==> src/irq_pkg.sv <==
/*
 Constants for the external-line and pin-change interrupt block:
 register offsets, field positions, sense encodings and reset values.
 Assumes an APB slave with 32-bit data and byte addressing.
*/
package irq_pkg;
	localparam int ADDR_W = 8;
	localparam int DATA_W = 32;
	localparam int LINES = 2;
	localparam int GROUP_W = 8;
	localparam int SRC_N = 4;

	// ----------------------------------------
	// register offsets (byte addresses)
	// ----------------------------------------
	localparam logic [ADDR_W-1:0] OFS_SENSE = 8'h00;
	localparam logic [ADDR_W-1:0] OFS_EXT_EN = 8'h04;
	localparam logic [ADDR_W-1:0] OFS_EXT_FLAG = 8'h08;
	localparam logic [ADDR_W-1:0] OFS_GRP_EN = 8'h0C;
	localparam logic [ADDR_W-1:0] OFS_GRP_FLAG = 8'h10;
	localparam logic [ADDR_W-1:0] OFS_MASK_HIGH = 8'h14;
	localparam logic [ADDR_W-1:0] OFS_MASK_LOW = 8'h18;

	// ----------------------------------------
	// field positions and request indices
	// ----------------------------------------
	localparam int LINE_A = 0;
	localparam int LINE_B = 1;
	localparam int GRP_LOW = 0;
	localparam int GRP_HIGH = 1;
	localparam int SRC_EXT_A = 0;
	localparam int SRC_EXT_B = 1;
	localparam int SRC_CHG_LOW = 2;
	localparam int SRC_CHG_HIGH = 3;
	localparam int SENSE_W = 2;

	localparam logic [1:0] SENSE_LOW = 2'h0;
	localparam logic [1:0] SENSE_ANY = 2'h1;
	localparam logic [1:0] SENSE_FALL = 2'h2;
	localparam logic [1:0] SENSE_RISE = 2'h3;

	localparam logic [7:0] REG_RESET = 8'h00;
	localparam logic [DATA_W-1:0] DATA_ZERO = 32'h0000_0000;

	typedef enum {
		SEL_SENSE, SEL_EXT_EN, SEL_EXT_FLAG, SEL_GRP_EN,
		SEL_GRP_FLAG, SEL_MASK_HIGH, SEL_MASK_LOW, SEL_NONE
	} reg_sel_type;
endpackage

==> src/ext_pin_irq_ctrl.sv <==
/*
 External-line and pin-change interrupt controller with APB registers.
 Assumes: pins arrive asynchronously; the core supplies its global
 interrupt enable and a one-cycle acknowledge on sys_clk.
*/
// The address map and the APB slave port were chosen for this implementation.
// Notes on behaviour
// - unused register bits always read zero
// - line B request needs enable and global
// - line A request needs enable and global
// - sense bits pick rise, fall, change, low
// - pins trigger even when driven as outputs
// - selected edge sets the line's flag
// - flag plus enables signals the core vector
// - core acknowledge clears the source's flag
// - writing one clears flag, zero keeps
// - low-level mode keeps line flag zero
// - high group needs enable and global
// - low group needs enable and global
// - unmasked pin change sets group flag
// - high mask bits gate pins 15..8
// - low mask bits gate pins 7..0
// - sense codes 00 low 01 any 10 fall 11 rise
// - low level keeps requesting while held low
// - pins sampled, pulses over one clock caught
// - pin change wakes without a running clock
module ext_pin_irq_ctrl
	import irq_pkg::*;
(
	input wire logic sys_clk,
	input wire logic reset,
	input wire logic psel,
	input wire logic penable,
	input wire logic pwrite,
	input wire logic [ADDR_W-1:0] paddr,
	input wire logic [DATA_W-1:0] pwdata,
	output logic [DATA_W-1:0] prdata,
	output logic pready,
	output logic pslverr,
	input wire logic [LINES-1:0] ext_pins,
	input wire logic [GROUP_W-1:0] change_inputs_low,
	input wire logic [GROUP_W-1:0] change_inputs_high,
	input wire logic core_irq_enable,
	input wire logic irq_ack,
	input wire logic [1:0] irq_ack_id,
	output logic [SRC_N-1:0] irq_request,
	output logic change_wake
);
	localparam int PIN_N = LINES + 2 * GROUP_W;

	// ----------------------------------------
	// state
	// ----------------------------------------
	typedef struct packed {
		logic [PIN_N-1:0] sync1;
		logic [PIN_N-1:0] sync2;
		logic [PIN_N-1:0] prev;
		logic [2*SENSE_W-1:0] sense;
		logic [LINES-1:0] ext_en;
		logic [LINES-1:0] ext_flag;
		logic [1:0] grp_en;
		logic [1:0] grp_flag;
		logic [GROUP_W-1:0] mask_high;
		logic [GROUP_W-1:0] mask_low;
		logic [SRC_N-1:0] irq;
		logic [DATA_W-1:0] rdata;
		logic ready;
		logic err;
	} state_type;

	state_type s_q, s_d;

	function automatic reg_sel_type decode(input logic [ADDR_W-1:0] a);
		unique case (a)
			OFS_SENSE: decode = SEL_SENSE;
			OFS_EXT_EN: decode = SEL_EXT_EN;
			OFS_EXT_FLAG: decode = SEL_EXT_FLAG;
			OFS_GRP_EN: decode = SEL_GRP_EN;
			OFS_GRP_FLAG: decode = SEL_GRP_FLAG;
			OFS_MASK_HIGH: decode = SEL_MASK_HIGH;
			OFS_MASK_LOW: decode = SEL_MASK_LOW;
			default: decode = SEL_NONE;
		endcase
	endfunction

	// ----------------------------------------
	// detection on synchronised samples
	// ----------------------------------------
	logic [LINES-1:0] cur_ext, prv_ext, edge_ev, level_low;
	logic [GROUP_W-1:0] cur_lo, prv_lo, cur_hi, prv_hi;
	logic [1:0] grp_ev;
	logic wr_en, setup;
	reg_sel_type sel;

	// each pin goes sync1 -> sync2 -> prev; detection compares sync2 with prev,
	// so an edge reaches its flag two clocks after sync1 first sees it.
	// a pin already high when reset ends looks like a rising edge once the
	// pipeline fills; software should clear the flags after setting up.
	assign cur_ext = s_q.sync2[LINES-1:0];
	assign prv_ext = s_q.prev[LINES-1:0];
	assign cur_lo = s_q.sync2[LINES +: GROUP_W];
	assign prv_lo = s_q.prev[LINES +: GROUP_W];
	assign cur_hi = s_q.sync2[LINES+GROUP_W +: GROUP_W];
	assign prv_hi = s_q.prev[LINES+GROUP_W +: GROUP_W];

	// pins are read regardless of their port direction
	generate
		for (genvar i = 0; i < LINES; i++) begin : g_line
			logic [1:0] mode;
			assign mode = s_q.sense[i*SENSE_W +: SENSE_W];
			always_comb begin
				unique case (mode)
					SENSE_ANY: edge_ev[i] = cur_ext[i] ^ prv_ext[i];
					SENSE_FALL: edge_ev[i] = prv_ext[i] & ~cur_ext[i];
					SENSE_RISE: edge_ev[i] = cur_ext[i] & ~prv_ext[i];
					default: edge_ev[i] = 1'b0;
				endcase
			end
			assign level_low[i] = (mode == SENSE_LOW) & ~cur_ext[i];
		end
	endgenerate

	assign grp_ev[GRP_LOW] = |(s_q.mask_low & (cur_lo ^ prv_lo));
	assign grp_ev[GRP_HIGH] = |(s_q.mask_high & (cur_hi ^ prv_hi));

	// clockless wake path: raw pins against the prev stage, the oldest clocked sample
	// limitation: it only wakes the clock; the group flag still needs sys_clk
	// to set, so a change that is undone before the clock runs is lost
	assign change_wake = |(s_q.mask_low & (change_inputs_low ^ prv_lo))
		| |(s_q.mask_high & (change_inputs_high ^ prv_hi));

	// ----------------------------------------
	// next state
	// ----------------------------------------
	// register map, one word each, data in the low bits:
	//   0x00 sense, two bits per line, line A lowest
	//   0x04 line enables, 0x08 line flags (write one to clear)
	//   0x0C group enables, 0x10 group flags (write one to clear)
	//   0x14 high group mask, 0x18 low group mask
	// unmapped addresses answer with pslverr and read as zero
	assign setup = psel & ~penable;
	assign wr_en = psel & penable & pwrite & s_q.ready;
	assign sel = decode(paddr);

	always_comb begin
		logic [LINES-1:0] ext_clr;
		logic [1:0] grp_clr;
		logic [1:0] mode_a;
		logic [1:0] mode_b;
		ext_clr = '0;
		grp_clr = '0;
		s_d = s_q;
		mode_a = s_q.sense[LINE_A*SENSE_W +: SENSE_W];
		mode_b = s_q.sense[LINE_B*SENSE_W +: SENSE_W];
		s_d.sync1 = {change_inputs_high, change_inputs_low, ext_pins};
		s_d.sync2 = s_q.sync1;
		s_d.prev = s_q.sync2;

		if (wr_en) begin
			unique case (sel)
				SEL_SENSE: s_d.sense = pwdata[2*SENSE_W-1:0];
				SEL_EXT_EN: s_d.ext_en = pwdata[LINES-1:0];
				SEL_EXT_FLAG: ext_clr = pwdata[LINES-1:0];
				SEL_GRP_EN: s_d.grp_en = pwdata[1:0];
				SEL_GRP_FLAG: grp_clr = pwdata[1:0];
				SEL_MASK_HIGH: s_d.mask_high = pwdata[GROUP_W-1:0];
				SEL_MASK_LOW: s_d.mask_low = pwdata[GROUP_W-1:0];
				SEL_NONE: ;
			endcase
		end
		if (irq_ack) begin
			unique case (irq_ack_id)
				2'h0: ext_clr[LINE_A] = 1'b1;
				2'h1: ext_clr[LINE_B] = 1'b1;
				2'h2: grp_clr[GRP_LOW] = 1'b1;
				2'h3: grp_clr[GRP_HIGH] = 1'b1;
			endcase
		end
		// a set in the clearing cycle wins
		s_d.ext_flag = (s_q.ext_flag & ~ext_clr) | edge_ev;
		s_d.grp_flag = (s_q.grp_flag & ~grp_clr) | grp_ev;
		if (mode_a == SENSE_LOW)
			s_d.ext_flag[LINE_A] = 1'b0;
		if (mode_b == SENSE_LOW)
			s_d.ext_flag[LINE_B] = 1'b0;

		// requests toward the core vector logic; the register reads the
		// global enable one clock late, so a request may outlive it by a cycle
		// acknowledge ids follow the request bit numbering
		s_d.irq[SRC_EXT_A] = core_irq_enable & s_q.ext_en[LINE_A]
			& (s_q.ext_flag[LINE_A] | level_low[LINE_A]);
		s_d.irq[SRC_EXT_B] = core_irq_enable & s_q.ext_en[LINE_B]
			& (s_q.ext_flag[LINE_B] | level_low[LINE_B]);
		s_d.irq[SRC_CHG_LOW] = core_irq_enable & s_q.grp_en[GRP_LOW]
			& s_q.grp_flag[GRP_LOW];
		s_d.irq[SRC_CHG_HIGH] = core_irq_enable & s_q.grp_en[GRP_HIGH]
			& s_q.grp_flag[GRP_HIGH];

		// apb: answer in the first access cycle
		s_d.ready = setup;
		s_d.err = setup & (sel == SEL_NONE);
		s_d.rdata = DATA_ZERO;
		if (setup & ~pwrite) begin
			unique case (sel)
				SEL_SENSE: s_d.rdata[2*SENSE_W-1:0] = s_q.sense;
				SEL_EXT_EN: s_d.rdata[LINES-1:0] = s_q.ext_en;
				SEL_EXT_FLAG: s_d.rdata[LINES-1:0] = s_q.ext_flag;
				SEL_GRP_EN: s_d.rdata[1:0] = s_q.grp_en;
				SEL_GRP_FLAG: s_d.rdata[1:0] = s_q.grp_flag;
				SEL_MASK_HIGH: s_d.rdata[GROUP_W-1:0] = s_q.mask_high;
				SEL_MASK_LOW: s_d.rdata[GROUP_W-1:0] = s_q.mask_low;
				SEL_NONE: ;
			endcase
		end
	end

	always_ff @(posedge sys_clk or posedge reset) begin
		if (reset) begin
			s_q <= '0;
			s_q.mask_high <= REG_RESET;
			s_q.mask_low <= REG_RESET;
		end else begin
			s_q <= s_d;
		end
	end

	assign prdata = s_q.rdata;
	assign pready = s_q.ready;
	assign pslverr = s_q.err;
	assign irq_request = s_q.irq;
endmodule // ext_pin_irq_ctrl

==> config.mk <==
export PLATFORM = sky130hd
export DESIGN_NAME = ext_pin_irq_ctrl
export DESIGN_NICKNAME = d
export VERILOG_FILES = /design/src/irq_pkg.sv /design/src/ext_pin_irq_ctrl.sv
export SDC_FILE = /design/constraint.sdc
export NUM_CORES = 1
export LEC_CHECK = 0
export BUFFER_PORTS_ARGS = -buffer_cell sky130_fd_sc_hd__buf_2
export CAP_MARGIN = 10
export CELL_PAD_IN_SITES_DETAIL_PLACEMENT = 0
export CELL_PAD_IN_SITES_GLOBAL_PLACEMENT = 1
export CORE_ASPECT_RATIO = 1.75
export CORE_MARGIN = 2
export CORE_UTILIZATION = 42
export CTS_BUF_LIST = sky130_fd_sc_hd__clkbuf_16
export DETAILED_ROUTE_END_ITERATION = 6
export PLACE_DENSITY_LB_ADDON = 0.25
export SETUP_SLACK_MARGIN = 0.3
export SYNTH_ARGS = -nofsm -noshare
export SYNTH_HDL_FRONTEND = slang
export SYNTH_SLANG_ARGS = --single-unit
==> constraint.sdc <==
create_clock -name sys_clk -period 4 [get_ports sys_clk]
set_input_delay 0.8 -clock sys_clk [delete_from_list [all_inputs] [get_ports sys_clk]]
set_output_delay 0.8 -clock sys_clk [all_outputs]
set_load 0.01 [all_outputs]
==> reports/qor.txt, run 1 <==
Pint - 1.52 mW
Residual DRC count - 0
EDFF count, synth - 0
Die width - 78.3 um
Root Buffer - clkbuf_16
Max_cap viols - 0
Core Region - 0.00941 mm2
Max frequency - 365 MHz
CTS tree - done
Total gr overflow - 0
Fin nets - 432
DRT Wirelength - 8.14 mm
Post-Synthesis Cells - 311
IO Port Bufs - 57
Sw frac - 22.3%
Overall Global Routing Usage - 16.9%
Crit path capture type - output port
Die ar. - 0.0105 mm2
Max layer used - met4
Fill cell count - 885
Worst setup path class - input pin to output port
Combinational group share of total power - 6.4%
CTS Buffer Depth - 2
GP Congestion - 0.803
Skew final - 0.00721 ns
Peak VDD IR - 344 uV
Vias in the first global route - 2563
Number of synthesized register bits - 96
Resized Gates After CTS - 0
Antenna viol nets, final - 0
Clock sink count - 96
Final Setup Violations - 0
Post-DP HPWL - 6.22 mm
Synth cell count leaders - dfrtp_1, buf_4, xor2_1
Cell Pwr Density - 426 mW/mm2
Hold-fix buffers at CTS - 0
Fin cells - 486
Post-placement cell count - 472
HP Class - flop to flop
Drt wl/cell - 16.7 um
Leakage - 2.27 nW
Die H - 134 um
Worst Path Arrival - 1.94 ns
Startpoint types - input pin
Worst-path cell chain - buf_2, xor2_1, a22o_1, a221oi_1, nand4_1, buf_2
Max Slew Vio Count - 0
Most common cell in the netlist - dfrtp_1
Cts bufs inserted - 9
Final period util - 68.5%
Vias - 2448
Area grow syn2layout - 13.1%
Largest net degree at the start of global routing - 58
Crit-path most repeated cell - buf_2
Worst endpoint required time - 3.20 ns
Final hold vios - 0
DR pass1 iterations - 4
Post-DR vias/cell - 5.04
CP Max Fanout - 2
Sequential Power Share - 52.3%
Slowest-stage cell, CP - a221oi_1
RSZ-0062 raised after global routing - no
Clock share of power - 41.4%
Mapped Area - 0.00406 mm2
Seq/Total Area, Yosys - 59.1%
Count of different cell masters after synthesis - 41
Share of cells above drive strength 1 - 28.6%
Yosys top cell area share - 59.1%
M1 WL - 2.96 mm
Final Power - 1.96 mW
Top FF cell, synth - dfrtp_1
Met2 WL - 4.66 mm
Met3 wire len - 291 um
Asr flop ratio synth - 100%
Rel. slew slack - 53.8%
Iter 0 DRT Violations - 113
Net load switching power - 0.436 mW
Post-route minimum period - 2.74 ns
Boundary pin count - 106
Number of H-tree levels - 3
Max incr delay on CP - 0.32 ns
Worst-path clk slew - 0.06 ns
Row Count - 47
Tightest Pin Transition - 0.692 ns
Synth area leaders - dfrtp_1, xor2_1, mux2_2, buf_4, a22o_1
Initial antenna violation count - 0
Initial Utilization - 43.2%
Yosys warning count - 0
First-pass GRT wire length - 13.0 mm
Worst-Skew Late Latency - 0.34 ns
Status - finished, final reports clean
Synth area leader - dfrtp_1
# Post-CTS Setup Buffers - 0
# diodes - 0
TNS Setup - 0 ns
Average size of a mapped cell - 13.1 um2
[final cells by class]
cell class / count / area [um2] / area share [%]
Clock buffer: 9 / 225 / 4.90
Clock inverter: 5 / 51.3 / 1.12
Inverter: 7 / 27.5 / 0.599
Multi-Input combinational cell: 188 / 1420 / 30.9
Sequential cell: 96 / 2400 / 52.3
Tap cell: 122 / 153 / 3.32
Timing Repair Buffer: 59 / 313 / 6.81
[worst max-delay path, delay by kind of cell]
family / cells / cell delay [ns]
buffers and inverters: 2 / 0.28
AOI/OAI and AO/OA: 2 / 0.57
xor gates and xnor gates: 1 / 0.13
and+or+nand+nor: 1 / 0.15
[power by group through the flow]
stage | logic, mW | clock network [mW] | registers, mW
after floorplan | 0.0904 | 0 | 1.04
after global placement | 0.126 | 0 | 1.04
after detailed placement | 0.128 | 0 | 1.04
after CTS | 0.128 | 0.834 | 1.02
after global routing | 0.142 | 0.877 | 1.03
final | 0.125 | 0.810 | 1.02
[metrics by stage]
| stage | setup slack [ns] | util, % | hold WS (ns) | area (um2) |
|---|---|---|---|---|
| floorplan | 0.695 | - | 0.331 | 4150 |
| global placement | 1.19 | 45.9 | 0.335 | 4320 |
| detailed placement | 1.20 | 45.9 | 0.335 | 4320 |
| CTS | 1.20 | 48.8 | 0.349 | 4590 |
| global route | 1.20 | 48.8 | 0.355 | 4590 |
| finish | 1.26 | 48.8 | 0.347 | 4590 |
[cell families after synthesis]
logic type,count (synthesis),synth area share (%)
AO/OA/AOI/OAI,46,8.29
XOR/XNOR,33,7.12
adder cells (fa/ha/maj),4,1.23
buffers and inverters,50,7.98
flip-flops,96,59.1
multiplexers,27,7.73
other,1,0.0923
AND/OR/NAND/NOR,54,8.41
[sequential cells by signal, indices dropped and copies added (netlist names)]
signal       flops
prv_lo           8
s_d             18
prdata           8
cur_hi           8
s_q             24
prv_hi           8
cur_lo           8
pready           1
pslverr          1
g_line.mode      4
irq_request      4
cur_ext          2
prv_ext          2
[cell usage in the layout, fill, tap and decap left out, types with 8 or more instances in the layout]
cell type  netlist  layout
nor2_1           8       8
a22o_1           9       9
clkbuf_16        0       9
nand2_1         10      10
a22oi_1          9       9
xor2_1          33      33
conb_1           1      24
mux2_2          25      25
dfrtp_1         96      96
buf_2            1      57
[path summary, 6_finish.rpt]
path | startpoint | to | slack [ns] | depth (start not counted)
setup / recovery | change_inputs_high[1] | change_wake | 1.26 | 6
hold / removal | s_d[91] | cur_lo[5] | 0.35 | 0
setup reg to reg | pready | s_q[55] | 2.32 | 4
hold reg to reg | s_d[91] | cur_lo[5] | 0.35 | 0
max in group asynchronous | reset | pslverr | 2.74 | 3
min in group asynchronous | reset | s_d[99] | 0.54 | 2
[layer usage]
layer	up-vias	global-route usage, %
li1	1135	-
met5	-	0
met3	17	3.36
met1	1236	17.7
met4	0	7.89
met2	60	31.6
Power figures use the tool's default switching activity.
==> inputs of run 2 (changes only) <==
==> constraint.sdc (replaced) <==
create_clock -name sys_clk -period 2.7 [get_ports sys_clk]
set_input_delay 0.54 -clock sys_clk [delete_from_list [all_inputs] [get_ports sys_clk]]
set_output_delay 0.54 -clock sys_clk [all_outputs]
set_load 0.01 [all_outputs]
==> run 2 against run 1 <==
Design area is 1.6% higher. Critical path depth decreased by 1. Sequential cell count unchanged. Largest power group unchanged. Count of clock-buffer cells in the layout did not move. Register-to-register slack worse by 1.2 ns. Clock skew rose by 0.0023 ns.
==> reports/qor.txt, run 2 (synthesized netlist as in run 1, its figures left out) <==
HP Class - input pin to async pin
Worst Path Arrival - 1.75 ns (-0.19 ns)
Die width - 78.3 um (unchanged)
Resized Gates After CTS - 1 (+1)
First-pass GRT wire length - 12.9 mm (-1.3%)
Slowest-stage cell, CP - dfrtp_1
Overall Global Routing Usage - 16.6% (-0.27 points)
Vias in the first global route - 2481 (-3.2%)
Reg2Reg Depth - 4 (unchanged)
Die ar. - 0.0105 mm2 (unchanged)
Peak VDD IR - 499 uV (+45%)
Leakage - 2.30 nW (+1.3%)
Share of cells above drive strength 1 - 30.1% (+1.5 points)
# diodes - 0 (unchanged)
Total gr overflow - 0 (unchanged)
Fin nets - 436 (+0.93%)
Number of H-tree levels - 3 (unchanged)
Fill cell count - 872 (-1.5%)
Max_cap viols - 0 (unchanged)
Rel. slew slack - 65.1% (+11 points)
Hold-fix buffers at CTS - 0 (unchanged)
Clock sink count - 96 (unchanged)
Root Buffer - clkbuf_16
Largest net degree at the start of global routing - 97 (+67%)
Worst endpoint required time - 2.16 ns (-1.04 ns)
Worst setup path class - flop to output port
Cts bufs inserted - 9 (unchanged)
RSZ-0062 raised after global routing - no
TNS Setup - 0 ns (unchanged)
Final period util - 84.8%
Boundary pin count - 106 (unchanged)
Capturing point of the worst reg2reg path - g_line[1].mode[1]
Most common cell after layout, fill and taps aside - dfrtp_1
Post-placement cell count - 476 (+0.85%)
Final Power - 3.01 mW (+54%)
Final Setup Violations - 0 (unchanged)
Status - finished, final reports clean
DR pass1 iterations - 4 (unchanged)
Iter 0 DRT Violations - 95 (-16%)
Worst-Skew Late Latency - 0.34 ns (about the same)
CTS Buffer Depth - 2 (unchanged)
Residual DRC count - 0 (unchanged)
Largest Register - s_q
# Post-CTS Setup Buffers - 0 (unchanged)
IO Port Bufs - 57 (unchanged)
Max FFs per register - 24 (unchanged)
Final hold vios - 0 (unchanged)
Startpoint types - flop
R2R Path Start - pready
Antenna viol nets, final - 0 (unchanged)
Cell Pwr Density - 646 mW/mm2 (+52%)
Max frequency - 437 MHz
Reg2reg setup slack - 1.15 ns (-1.17 ns)
CP Max Fanout - 2 (unchanged)
Post-DP HPWL - 6.05 mm (-2.8%)
Skew final - 0.00947 ns (+0.00226 ns)
Crit path capture type - output port
Most frequent cells in the layout - dfrtp_1, buf_2, xor2_1
Initial antenna violation count - 0 (unchanged)
CTS tree - done
Tightest Pin Transition - 0.523 ns (-0.169 ns)
Post-DR vias/cell - 4.90 (-2.6%)
Worst-path clk slew - 0.06 ns (about the same)
Fin cells - 491 (+1.0%)
Max incr delay on CP - 0.39 ns (+0.07 ns)
Area grow syn2layout - 14.9%
Post-route minimum period - 2.29 ns
Initial Utilization - 43.2% (unchanged)
Row Count - 47 (unchanged)
Drt wl/cell - 16.3 um (-2.9%)
Max Slew Vio Count - 0 (unchanged)
Core Region - 0.00941 mm2 (unchanged)
Vias - 2408 (-1.6%)
DRT Wirelength - 7.98 mm (-1.9%)
Worst-path cell chain - xor2_1, a22o_1, a221oi_1, nand4_1, buf_2
Die H - 134 um (unchanged)
GP Congestion - 0.821 (+2.3%)
## run 2: cell count changes in the layout (fill, tap and decap cells not counted), sizes merged
cell      before  now
bufinv         1    2
clkinv         4    3
clkinvlp       0    2
buf           59   63
inv            7    6
## run 2: worst max-delay path: cells and delay by family, from the launching register on
| kind | cells | cell delay, ns |
|---|---|---|
| buffers and inverters | 1 | 0.17 |
| AOI/OAI and AO/OA | 2 | 0.52 |
| xor gates and xnor gates | 1 | 0.18 |
| and+or+nand+nor | 1 | 0.15 |
| DFF | 1 | 0.39 |
## run 2: area by class of cell
class	instances	area (um2)	area share, %
clock inverters	6	85.1	1.82
clock buffers	9	225	4.83
inverters	7	30.0	0.644
well taps	122	153	3.27
flip-flops and latches	96	2400	51.5
multi-input cells	188	1430	30.6
repair buffers	63	343	7.35
## run 2: report_power, final
| group | total [mW] | switching, mW | leakage, nW | internal [mW] |
|---|---|---|---|---|
| Clock | 1.31 | 0.512 | 0.149 | 0.802 |
| Sequential | 1.52 | 0.0303 | 1.21 | 1.49 |
| Combinational | 0.184 | 0.115 | 0.936 | 0.0686 |
## run 2: worst max path at each step
| stage | depth (start not counted) | slack (ns) | end | startpoint |
|---|---|---|---|---|
| floorplan | 5 | 0.68 | s_q[55] | paddr[7] |
| global placement | 5 | 0.35 | s_q[46] | paddr[7] |
| detailed placement | 5 | 0.32 | s_q[43] | paddr[7] |
| CTS | 5 | 0.36 | change_wake | prv_lo[1] |
| global route | 5 | 0.35 | change_wake | prv_lo[1] |
| finish | 5 | 0.41 | change_wake | prv_lo[1] |
## run 2: layer usage
metal	vias to the layer above	part of all wire [%]	global-route usage, %
met1	1191	37	17.4
met4	0	2.1	7.02
met5	-	0	0
met2	59	58	31.3
li1	1148	-	-
met3	10	3.2	3.50
## run 2: per-stage QoR
stage               setup WS [ns]  instance area (um2)  util [%]  hold slack, ns
floorplan                   0.675                 4150         -           0.331
detailed placement          0.319                 4350      46.2           0.335
global route                0.353                 4670      49.6           0.295
CTS                         0.365                 4670      49.6           0.289
global placement            0.346                 4350      46.2           0.334
finish                      0.410                 4670      49.6           0.292
